### config.mk
export PLATFORM = sky130hd
export DESIGN_NAME = pct_top
export DESIGN_NICKNAME = d
export VERILOG_FILES = /design/src/common/pct_pkg.sv /design/src/core/pct_top.sv
export VERILOG_INCLUDE_DIRS = /design/src /design/src/common
export SDC_FILE = /design/constraint.sdc
export NUM_CORES = 2
export LEC_CHECK = 0
export BUFFER_PORTS_ARGS = -buffer_cell sky130_fd_sc_hd__buf_2
export CAP_MARGIN = 25
export CORE_AREA = 5 5 555 557
export DETAILED_ROUTE_END_ITERATION = 6
export DIE_AREA = 0 0 560 562
export HOLD_SLACK_MARGIN = 0.05
export MAX_ROUTING_LAYER = met4
export PLACE_DENSITY = 0.48
export SLEW_MARGIN = 20
export SYNTH_ARGS = -nofsm -noshare
export SYNTH_HDL_FRONTEND = slang
export SYNTH_SLANG_ARGS = --single-unit
### constraint.sdc
create_clock -name clk -period 6.8 [get_ports clk]
set_input_delay 1.36 -clock clk [delete_from_list [all_inputs] [get_ports clk]]
set_output_delay 1.36 -clock clk [all_outputs]
set_load 0.01 [all_outputs]
### src/common/pct_cfg.svh
// offsets, fields, reset values and timing counts of the position compare core
// What this block does
// - each fifo comparator is 32 bits and reloads from its own point fifo
// - fifo comparator source selects any of four counters or two timers
// - next point loads only after the current one matched and fired
// - position is a 32-bit binary up/down counter
// - quadrature mode counts one, two or four edges per cycle
// - dual-pulse mode: phase a pulses count up, phase b pulses down
// - dual-pulse idle level selectable high or low, counting the leaving edge
// - quadrature counts up when phase a leads phase b, down when lagging
// - selected index edge, rising or falling, clears the counter to zero
// - pulse width 0.2us to 6.55ms, pulse rate up to 1 MHz
// - linear generator adds a fixed increment to the point on every match
// - two independent linear generators, each comparing with counter 0 or 1
// - two fifos of 15 points, each routable to any of four channels
// - fifo and linear comparators are separate and run concurrently
// - toggle mode inverts the channel output on every match
// - mapping lets any source drive many outputs and many drive one
// - match only on exact equality, and a match fires the trigger
// - index or origin activity captures the counter into a readable latch
// - a general digital input captures a counter value for later reading
// - timer counts down, at zero pulses a trigger or increments a counter
// - timer ticks every 100ns, 30-bit reload, 100ns to about 107s intervals
`ifndef PCT_CFG_SVH
`define PCT_CFG_SVH
`define PCT_CLK_NS       50
`define PCT_TICK_NS      100
`define PCT_TICK_CYC     ((`PCT_TICK_NS + `PCT_CLK_NS - 1) / `PCT_CLK_NS)
`define PCT_PW_MIN       16'h0002
`define PCT_A_CNT_CFG    6'h00
`define PCT_A_CNT_VAL    6'h04
`define PCT_A_IDX_LAT    6'h08
`define PCT_A_ORIG_LAT   6'h0C
`define PCT_A_GPI_LAT    6'h0D
`define PCT_A_LAT_SEL    6'h0E
`define PCT_A_FIFO       6'h10
`define PCT_A_FIFO_SRC   6'h12
`define PCT_A_LIN_START  6'h14
`define PCT_A_LIN_INC    6'h16
`define PCT_A_LIN_CFG    6'h18
`define PCT_A_MAP        6'h1A
`define PCT_A_PW_CFG     6'h1C
`define PCT_A_TMR_RLD    6'h20
`define PCT_A_TMR_EN     6'h22
`define PCT_A_STATUS     6'h23
`define PCT_F_MODE       1:0
`define PCT_F_IDLE_HI    2
`define PCT_F_IDX_FALL   3
`define PCT_F_IDX_CLR    4
`define PCT_F_TMR_INC    5
`define PCT_F_TMR_SEL    6
`define PCT_F_TOGGLE     16
`endif

### src/common/pct_pkg.sv
// types of the position compare core
package pct_pkg;
   typedef enum logic [1:0] {
      PCT_X1,
      PCT_X2,
      PCT_X4,
      PCT_DUAL
   } pct_mode_t;
   typedef logic [31:0] pct_word_t;
endpackage

### src/core/pct_top.sv
// position compare and trigger core
`timescale 1ns/1ps
`include "pct_cfg.svh"
module pct_top
   import pct_pkg::*;
#(
   parameter int FIFO_DEPTH = 15
) (
   input  wire logic        clk,
   input  wire logic        srst,
   input  wire logic [5:0]  reg_addr,
   input  wire logic [31:0] reg_wdata,
   input  wire logic        reg_we,
   input  wire logic        reg_re,
   output logic      [31:0] reg_rdata,
   input  wire logic [3:0]  enc_phase_a,
   input  wire logic [3:0]  enc_phase_b,
   input  wire logic [3:0]  enc_index,
   input  wire logic        origin_input,
   input  wire logic        gpi_latch_in,
   output logic      [3:0]  trigger_out
);
   localparam int FAW = $clog2(FIFO_DEPTH + 1);
   localparam logic [FAW-1:0] FLAST = FAW'(FIFO_DEPTH - 1);
   localparam logic [FAW-1:0] FFULL = FAW'(FIFO_DEPTH);

   // ************************************************
   // pin synchronisers
   // ************************************************
   logic [13:0] sy1_q;
   logic [13:0] sy2_q;
   logic [13:0] sy3_q;
   logic [13:0] sy_raw;
   assign sy_raw = {gpi_latch_in, origin_input, enc_index, enc_phase_b, enc_phase_a};
   always_ff @(posedge clk) begin
      if (srst) begin
         sy1_q <= 14'h0000;
         sy2_q <= 14'h0000;
         sy3_q <= 14'h0000;
      end else begin
         sy1_q <= sy_raw;
         sy2_q <= sy1_q;
         sy3_q <= sy2_q;
      end
   end
   logic orig_rise;
   logic gpi_rise;
   assign orig_rise = sy2_q[12] & ~sy3_q[12];
   assign gpi_rise = sy2_q[13] & ~sy3_q[13];

   // ************************************************
   // configuration registers
   // ************************************************
   logic [6:0]  ccfg_q [4];
   logic [6:0]  ccfg_d [4];
   logic [3:0]  lsel_q;
   logic [3:0]  lsel_d;
   logic [2:0]  fsrc_q [2];
   logic [2:0]  fsrc_d [2];
   logic [31:0] linc_q [2];
   logic [31:0] linc_d [2];
   logic [1:0]  lcfg_q [2];
   logic [1:0]  lcfg_d [2];
   logic [23:0] map_q;
   logic [23:0] map_d;
   logic [16:0] pw_q   [4];
   logic [16:0] pw_d   [4];
   logic [29:0] trld_q [2];
   logic [29:0] trld_d [2];
   logic [1:0]  ten_q;
   logic [1:0]  ten_d;

   always_comb begin
      ccfg_d = ccfg_q;
      lsel_d = lsel_q;
      fsrc_d = fsrc_q;
      linc_d = linc_q;
      lcfg_d = lcfg_q;
      map_d  = map_q;
      pw_d   = pw_q;
      trld_d = trld_q;
      ten_d  = ten_q;
      if (reg_we) begin
         for (int k = 0; k < 4; k++) begin
            if (reg_addr == 6'(`PCT_A_CNT_CFG + k)) begin
               ccfg_d[k] = reg_wdata[6:0];
            end
            if (reg_addr == 6'(`PCT_A_PW_CFG + k)) begin
               pw_d[k] = reg_wdata[16:0];
            end
         end
         for (int k = 0; k < 2; k++) begin
            if (reg_addr == 6'(`PCT_A_FIFO_SRC + k)) begin
               fsrc_d[k] = reg_wdata[2:0];
            end
            if (reg_addr == 6'(`PCT_A_LIN_INC + k)) begin
               linc_d[k] = reg_wdata;
            end
            if (reg_addr == 6'(`PCT_A_LIN_CFG + k)) begin
               lcfg_d[k] = reg_wdata[1:0];
            end
            if (reg_addr == 6'(`PCT_A_TMR_RLD + k)) begin
               trld_d[k] = reg_wdata[29:0];
            end
         end
         if (reg_addr == `PCT_A_LAT_SEL) begin
            lsel_d = reg_wdata[3:0];
         end
         if (reg_addr == `PCT_A_MAP) begin
            map_d = reg_wdata[23:0];
         end
         if (reg_addr == `PCT_A_TMR_EN) begin
            ten_d = reg_wdata[1:0];
         end
      end
   end

   always_ff @(posedge clk) begin
      if (srst) begin
         for (int k = 0; k < 4; k++) begin
            ccfg_q[k] <= 7'h00;
            pw_q[k]   <= {1'b0, `PCT_PW_MIN};
         end
         for (int k = 0; k < 2; k++) begin
            fsrc_q[k] <= 3'h0;
            linc_q[k] <= 32'h0000_0000;
            lcfg_q[k] <= 2'h0;
            trld_q[k] <= 30'h0000_0000;
         end
         lsel_q <= 4'h0;
         map_q  <= 24'h00_0000;
         ten_q  <= 2'h0;
      end else begin
         ccfg_q <= ccfg_d;
         lsel_q <= lsel_d;
         fsrc_q <= fsrc_d;
         linc_q <= linc_d;
         lcfg_q <= lcfg_d;
         map_q  <= map_d;
         pw_q   <= pw_d;
         trld_q <= trld_d;
         ten_q  <= ten_d;
      end
   end

   // ************************************************
   // timers
   // ************************************************
   logic [7:0]  tick_q;
   logic [7:0]  tick_d;
   logic        tick;
   logic [29:0] tval_q [2];
   logic [1:0]  tfire;
   assign tick = (tick_q == 8'(`PCT_TICK_CYC - 1));
   always_comb begin
      tick_d = tick ? 8'h00 : tick_q + 8'h01;
   end
   always_ff @(posedge clk) begin
      if (srst) begin
         tick_q <= 8'h00;
      end else begin
         tick_q <= tick_d;
      end
   end

   for (genvar j = 0; j < 2; j++) begin : g_tmr
      logic [29:0] tval_d;
      always_comb begin
         tval_d   = tval_q[j];
         tfire[j] = 1'b0;
         if (!ten_q[j]) begin
            tval_d = trld_q[j];
         end else if (tick) begin
            if (tval_q[j] <= 30'h0000_0001) begin
               tfire[j] = 1'b1;
               tval_d   = trld_q[j];
            end else begin
               tval_d = tval_q[j] - 30'h0000_0001;
            end
         end
      end
      always_ff @(posedge clk) begin
         if (srst) begin
            tval_q[j] <= 30'h0000_0000;
         end else begin
            tval_q[j] <= tval_d;
         end
      end
   end

   // ************************************************
   // encoder counters and index latches
   // ************************************************
   pct_word_t cnt_q [4];
   pct_word_t ilat_q [4];

   for (genvar i = 0; i < 4; i++) begin : g_cnt
      pct_word_t cnt_d;
      pct_word_t ilat_d;
      pct_mode_t mode;
      logic      ac, ap, bc, bp, ic, ip;
      logic      ae, be, up, dn, tinc, idx_hit, idle;
      assign ac   = sy2_q[i];
      assign ap   = sy3_q[i];
      assign bc   = sy2_q[4+i];
      assign bp   = sy3_q[4+i];
      assign ic   = sy2_q[8+i];
      assign ip   = sy3_q[8+i];
      assign mode = pct_mode_t'(ccfg_q[i][`PCT_F_MODE]);
      assign idle = ccfg_q[i][`PCT_F_IDLE_HI];
      always_comb begin
         ae = ac ^ ap;
         be = bc ^ bp;
         up = 1'b0;
         dn = 1'b0;
         case (mode)
            PCT_X1: begin
               up = ae & ac & ~bc;
               dn = ae & ac & bc;
            end
            PCT_X2: begin
               up = ae & (ac ^ bc);
               dn = ae & ~(ac ^ bc);
            end
            PCT_X4: begin
               up = (ae ^ be) & (ac ^ bp);
               dn = (ae ^ be) & ~(ac ^ bp);
            end
            PCT_DUAL: begin
               up = ae & (ac ^ idle);
               dn = be & (bc ^ idle);
            end
            default: begin
               up = 1'b0;
               dn = 1'b0;
            end
         endcase
         tinc    = ccfg_q[i][`PCT_F_TMR_INC] & tfire[ccfg_q[i][`PCT_F_TMR_SEL]];
         idx_hit = (ic ^ ip) & (ic ^ ccfg_q[i][`PCT_F_IDX_FALL]);
         cnt_d   = cnt_q[i] + 32'(up) + 32'(tinc) - 32'(dn);
         if (idx_hit && ccfg_q[i][`PCT_F_IDX_CLR]) begin
            cnt_d = 32'h0000_0000;
         end
         ilat_d = idx_hit ? cnt_q[i] : ilat_q[i];
      end
      always_ff @(posedge clk) begin
         if (srst) begin
            cnt_q[i]  <= 32'h0000_0000;
            ilat_q[i] <= 32'h0000_0000;
         end else begin
            cnt_q[i]  <= cnt_d;
            ilat_q[i] <= ilat_d;
         end
      end
   end

   // origin and general input latches
   pct_word_t olat_q, olat_d, glat_q, glat_d;
   always_comb begin
      olat_d = orig_rise ? cnt_q[lsel_q[1:0]] : olat_q;
      glat_d = gpi_rise ? cnt_q[lsel_q[3:2]] : glat_q;
   end
   always_ff @(posedge clk) begin
      if (srst) begin
         olat_q <= 32'h0000_0000;
         glat_q <= 32'h0000_0000;
      end else begin
         olat_q <= olat_d;
         glat_q <= glat_d;
      end
   end

   // ************************************************
   // comparison sources
   // ************************************************
   pct_word_t src [8];
   always_comb begin
      for (int k = 0; k < 4; k++) begin
         src[k] = cnt_q[k];
      end
      src[4] = {2'b00, tval_q[0]};
      src[5] = {2'b00, tval_q[1]};
      src[6] = 32'h0000_0000;
      src[7] = 32'h0000_0000;
   end

   // ************************************************
   // fifo comparators
   // ************************************************
   logic [1:0]     fmatch;
   logic [1:0]     fval_q;
   logic [FAW-1:0] fcnt_q [2];

   for (genvar f = 0; f < 2; f++) begin : g_fifo
      pct_word_t      mem [FIFO_DEPTH];
      pct_word_t      pt_q, pt_d;
      logic [FAW-1:0] wp_q, wp_d, rp_q, rp_d, fcnt_d;
      logic           push, pop, fval_d;
      // full fifo drops the write: software reads the fill level first
      assign push = reg_we && (reg_addr == 6'(`PCT_A_FIFO + f)) && (fcnt_q[f] != FFULL);
      always_comb begin
         fmatch[f] = fval_q[f] && (src[fsrc_q[f]] == pt_q);
         pop    = !fval_q[f] && (fcnt_q[f] != '0);
         pt_d   = pop ? mem[rp_q] : pt_q;
         fval_d = pop | (fval_q[f] & ~fmatch[f]);
         wp_d   = push ? ((wp_q == FLAST) ? '0 : wp_q + FAW'(1)) : wp_q;
         rp_d   = pop ? ((rp_q == FLAST) ? '0 : rp_q + FAW'(1)) : rp_q;
         fcnt_d = fcnt_q[f] + FAW'(push) - FAW'(pop);
      end
      always_ff @(posedge clk) begin
         if (push) begin
            mem[wp_q] <= reg_wdata;
         end
      end
      always_ff @(posedge clk) begin
         if (srst) begin
            pt_q      <= 32'h0000_0000;
            fval_q[f] <= 1'b0;
            wp_q      <= '0;
            rp_q      <= '0;
            fcnt_q[f] <= '0;
         end else begin
            pt_q      <= pt_d;
            fval_q[f] <= fval_d;
            wp_q      <= wp_d;
            rp_q      <= rp_d;
            fcnt_q[f] <= fcnt_d;
         end
      end
   end

   // ************************************************
   // linear function comparators
   // ************************************************
   logic [1:0] lmatch;
   logic [1:0] lval_q;
   for (genvar l = 0; l < 2; l++) begin : g_lin
      pct_word_t lpt_q, lpt_d;
      logic      lval_d, ld;
      assign ld = reg_we && (reg_addr == 6'(`PCT_A_LIN_START + l));
      always_comb begin
         lmatch[l] = lcfg_q[l][1] && lval_q[l] && (cnt_q[lcfg_q[l][0]] == lpt_q);
         lpt_d  = ld ? reg_wdata : (lmatch[l] ? lpt_q + linc_q[l] : lpt_q);
         lval_d = ld | lval_q[l];
      end
      always_ff @(posedge clk) begin
         if (srst) begin
            lpt_q     <= 32'h0000_0000;
            lval_q[l] <= 1'b0;
         end else begin
            lpt_q     <= lpt_d;
            lval_q[l] <= lval_d;
         end
      end
   end

   // ************************************************
   // mapping and pulse shaping
   // ************************************************
   logic [5:0] ev;
   assign ev = {tfire, lmatch, fmatch};

   for (genvar c = 0; c < 4; c++) begin : g_pw
      logic [16:0] pc_q, pc_d;
      logic [15:0] w;
      logic        lvl_q, lvl_d, out_d, hit;
      always_comb begin
         hit   = |(map_q[c*6 +: 6] & ev);
         lvl_d = lvl_q ^ hit;
         w     = (pw_q[c][15:0] < `PCT_PW_MIN) ? `PCT_PW_MIN : pw_q[c][15:0];
         if (hit) begin
            pc_d = 17'(w * `PCT_TICK_CYC);
         end else if (pc_q != 17'h0_0000) begin
            pc_d = pc_q - 17'h0_0001;
         end else begin
            pc_d = pc_q;
         end
         out_d = pw_q[c][`PCT_F_TOGGLE] ? lvl_d : (pc_d != 17'h0_0000);
      end
      always_ff @(posedge clk) begin
         if (srst) begin
            pc_q           <= 17'h0_0000;
            lvl_q          <= 1'b0;
            trigger_out[c] <= 1'b0;
         end else begin
            pc_q           <= pc_d;
            lvl_q          <= lvl_d;
            trigger_out[c] <= out_d;
         end
      end
   end

   // ************************************************
   // register read port
   // ************************************************
   pct_word_t rd_d;
   always_comb begin
      rd_d = 32'h0000_0000;
      if (reg_re) begin
         for (int k = 0; k < 4; k++) begin
            if (reg_addr == 6'(`PCT_A_CNT_CFG + k)) begin
               rd_d = {25'h000_0000, ccfg_q[k]};
            end
            if (reg_addr == 6'(`PCT_A_CNT_VAL + k)) begin
               rd_d = cnt_q[k];
            end
            if (reg_addr == 6'(`PCT_A_IDX_LAT + k)) begin
               rd_d = ilat_q[k];
            end
            if (reg_addr == 6'(`PCT_A_PW_CFG + k)) begin
               rd_d = {15'h0000, pw_q[k]};
            end
         end
         for (int k = 0; k < 2; k++) begin
            if (reg_addr == 6'(`PCT_A_FIFO + k)) begin
               rd_d = 32'(fcnt_q[k]);
            end
            if (reg_addr == 6'(`PCT_A_FIFO_SRC + k)) begin
               rd_d = {29'h0000_0000, fsrc_q[k]};
            end
            if (reg_addr == 6'(`PCT_A_LIN_INC + k)) begin
               rd_d = linc_q[k];
            end
            if (reg_addr == 6'(`PCT_A_LIN_CFG + k)) begin
               rd_d = {30'h0000_0000, lcfg_q[k]};
            end
            if (reg_addr == 6'(`PCT_A_TMR_RLD + k)) begin
               rd_d = {2'b00, trld_q[k]};
            end
         end
         case (reg_addr)
            `PCT_A_ORIG_LAT: rd_d = olat_q;
            `PCT_A_GPI_LAT: rd_d = glat_q;
            `PCT_A_LAT_SEL: rd_d = {28'h000_0000, lsel_q};
            `PCT_A_MAP:     rd_d = {8'h00, map_q};
            `PCT_A_TMR_EN:  rd_d = {30'h0000_0000, ten_q};
            `PCT_A_STATUS:  rd_d = {24'h00_0000, lval_q, fval_q, trigger_out};
            default:        rd_d = rd_d;
         endcase
      end
   end
   always_ff @(posedge clk) begin
      if (srst) begin
         reg_rdata <= 32'h0000_0000;
      end else begin
         reg_rdata <= rd_d;
      end
   end
endmodule

==> flow_metrics.tcl <==
set metrics [dict create \
    finalHoldViolCount 0 \
    cpPeakStageDelay_ns 0.60 \
    path_clk_slew_ns 0.06 \
    cp_slowest_cell "or3_1" \
    r2r_start "tval_q[0][24]" \
    path_cells "or3_1 -> or3_1 -> nor2_1 -> nand2_1 -> or3_1 -> o21ai_0 -> nand2_1 -> ha_1 -> fa_1 -> fa_1 -> nor2b_1 -> o31a_1 -> o2111ai_1 -> o21a_1 -> a211o_1 -> o31a_1 -> a211oi_1 -> o31ai_1 -> o21ai_0 -> mux2i_1" \
    ant_nets 0 \
    worst_pin_slew_ns 1.12 \
    yosysTopAreaCell "edfxtp_1" \
    cts_buffer_depth 4 \
    finalSetupTns_ns 0 \
    final_nets 8990 \
    design.core.area_mm2 0.302 \
    cts_made_buffers 220 \
    startpoint_type "flip-flop" \
    synth_edf_count 960 \
    clk_latency_ns 0.95 \
    fin_cells 12900 \
    cts_tree "built" \
    synth.top_cell.area_share 0.309 \
    ir_worst_vdd_mv 0.269 \
    grt_usage 0.237 \
    cp_max_fo 7 \
    routed_via_density 5.65 \
    hold_depth 1 \
    ys_warn_count 0 \
    drv_cap 0 \
    setup_slack_ns 0.667 \
    grt_pass1_vias 69500 \
    cts_htree_levels 4 \
    initial_core_util 0.309 \
    cp_top_family "compound AO/OA/AOI/OAI gates" \
    postCtsHoldBufs 0 \
    fill_cells 29700 \
    dp.cells 12500 \
    first_pass_iters 7 \
    seq_area_frac_synth 0.515 \
    max_clock_freq_mhz 163 \
    synth.area.top_cells "edfxtp_1, dfxtp_1, mux4_2" \
    cp-startpoint "tval_q[0][24]" \
    drive_gt1_frac 0.139 \
    synth_most_common_cell "nand2_1" \
    worstSetupEndpoint "cnt_q[1][30]" \
    vias 72900 \
    finalCriticalPeriod_ns 6.13 \
    fin_skew_ns 0.104 \
    crit_type "reg2reg" \
    outcome "complete, but fails checks" \
    max_slew_margin 0.249 \
    cellPowerDensity_mw_per_mm2 369 \
    setup_viol 0 \
    dpl.hpwl_um 261000 \
    end_kind "flip-flop" \
    grt_max_degree 170 \
    cts.sinks 1916 \
    synth-seq-cells 1916 \
    r2r-end "cnt_q[1][30]" \
    cts_resized 0 \
    syn_area_mm2 0.0932 \
    p_leak_uw 0.0356 \
    routedWlPerCell_um 29.1 \
    drt-initial-drc-count 8787 \
    drt-total-wl_um 376000 \
    path_common_cell "or3_1" \
    gp_congestion 0.971 \
    synthFlopType "edfxtp_1" \
    min_path_type "reg2reg" \
    synth_cell_types 101 \
    ctsRootBufferMaster "clkbuf_16" \
    regArea_mm2 0.0480 \
    rows 202 \
    synthCells 8690 \
    violations "DRC" \
    port-buffer-count 91 \
    grt_first_pass_wirelength_um 530000 \
    fp.dieW_um 560 \
    area_delta_synth_final_pct 14.3 \
    syn_avg_cell_area_um2 10.7 \
    crit_buf_inv 0 \
    overflow 0 \
    route.detailed.drc 2 \
    slew_violations 0 \
    rsz0062_at_grt "false" \
    synth.net_count 8970 \
    cp_data_arrival_time_ns 6.99 \
    path_depth 20 \
    die_y_um 562 \
    postCtsSetupBuffers 0 \
    crit_required_ns 7.66 \
    antenna_found_initial 34 \
    die_area_mm2 0.315 \
    io_pins 92 \
    hold_path.startpoint "sy1_q[9]" \
    synth_common_cells "nand2_1, edfxtp_1, dfxtp_1" \
    pre_cts_ws_ns 0.611 \
    period_share 0.902 \
    reg2reg_depth 20 \
    multi_input_area_mm2 0.0422 \
    r2r_setup_slack_ns 0.67 \
    async_flop_share 0 \
]
cell usage in the layout, fill, tap and decap left out, types with 207 or more instances in the layout:
| cell type | instances |
|---|---|
| a21oi_1 | 812 |
| clkbuf_16 | 220 |
| mux4_2 | 361 |
| dfxtp_1 | 940 |
| nor2_1 | 550 |
| o21ai_0 | 312 |
| mux2i_1 | 284 |
| xnor2_1 | 207 |
| inv_1 | 270 |
| ha_1 | 212 |
| buf_4 | 259 |
| nand2_1 | 1377 |
| edfxtp_1 | 960 |
kinds of logic (layout without fill, tap and decap cells):
family          after synthesis  in the layout  synth area share
other cells                   0             27                 0
fa+ha+maj                   224            224            0.0310
compound gates             1944           1944             0.131
flops                      1916           1916             0.515
xor+xnor                    327            327            0.0307
buf+inv                     850           1054            0.0362
mux                         695            695             0.127
simple gates               2734           2734             0.129
metrics by stage:
step | instance area [um^2] | utilization | hold slack [ns] | power, uW
global route | 107000 | 0.353 | 0.462 | 41300
floorplan | 93200 | - | 0.414 | 22700
detailed placement | 98900 | 0.328 | 0.426 | 27100
finish | 107000 | 0.353 | 0.446 | 39300
global placement | 98700 | 0.327 | 0.434 | 27000
CTS | 106000 | 0.352 | 0.448 | 39400
flip-flops by register name, summed over array words and instances, names as in the netlist, 6 cells and up, named ones only:
name         count
g_pw.pc_q       68
fcnt_q           8
g_fifo.wp_q      8
ccfg_q          28
g_fifo.rp_q      8
ilat_q         128
sy2_q           14
g_fifo.pt_q     64
tval_q          60
g_lin.lpt_q     64
sy3_q           14
g_fifo.mem     960
fsrc_q           6
pw_q            68
linc_q          64
reg_rdata       32
map_q           24
sy1_q           14
tick_q           8
olat_q          32
trld_q          60
glat_q          32
cnt_q          128
cell type report:
type,instances,share of cell area
Timing Repair Buffer,374,0.0273
Inverter,274,0.00965
Antenna cell,27,0.000634
Clock inverter,121,0.0131
Tap cell,3978,0.0467
Multi-Input combinational cell,5924,0.396
Clock buffer,285,0.0561
Sequential cell,1916,0.451
worst min path at each step:
| stage | end | slack, ns |
|---|---|---|
| finish | sy2_q[9] | 0.45 |
| global placement | sy2_q[9] | 0.43 |
| detailed placement | sy2_q[7] | 0.43 |
| global route | sy2_q[4] | 0.46 |
| CTS | ilat_q[1][1] | 0.45 |
| floorplan | sy2_q[0] | 0.41 |
routing by layer:
metal	wire, um	track usage	vias up	share of wire
met5	0	-	-	0
met4	25200	0.125	0	0.067
met1	158000	0.309	36500	0.42
li1	-	-	32100	-
met3	33500	0.0562	887	0.089
met2	160000	0.343	3479	0.42
power breakdown:
part / internal, uW / leakage [uW] / switching, uW
combinational: 5270 / 0.0156 / 7450
sequential: 12900 / 0.0164 / 1510
clock: 7130 / 0.00359 / 5100
total: 25300 / 0.0356 / 14100
No activity file was read; power rests on OpenSTA's default activity.
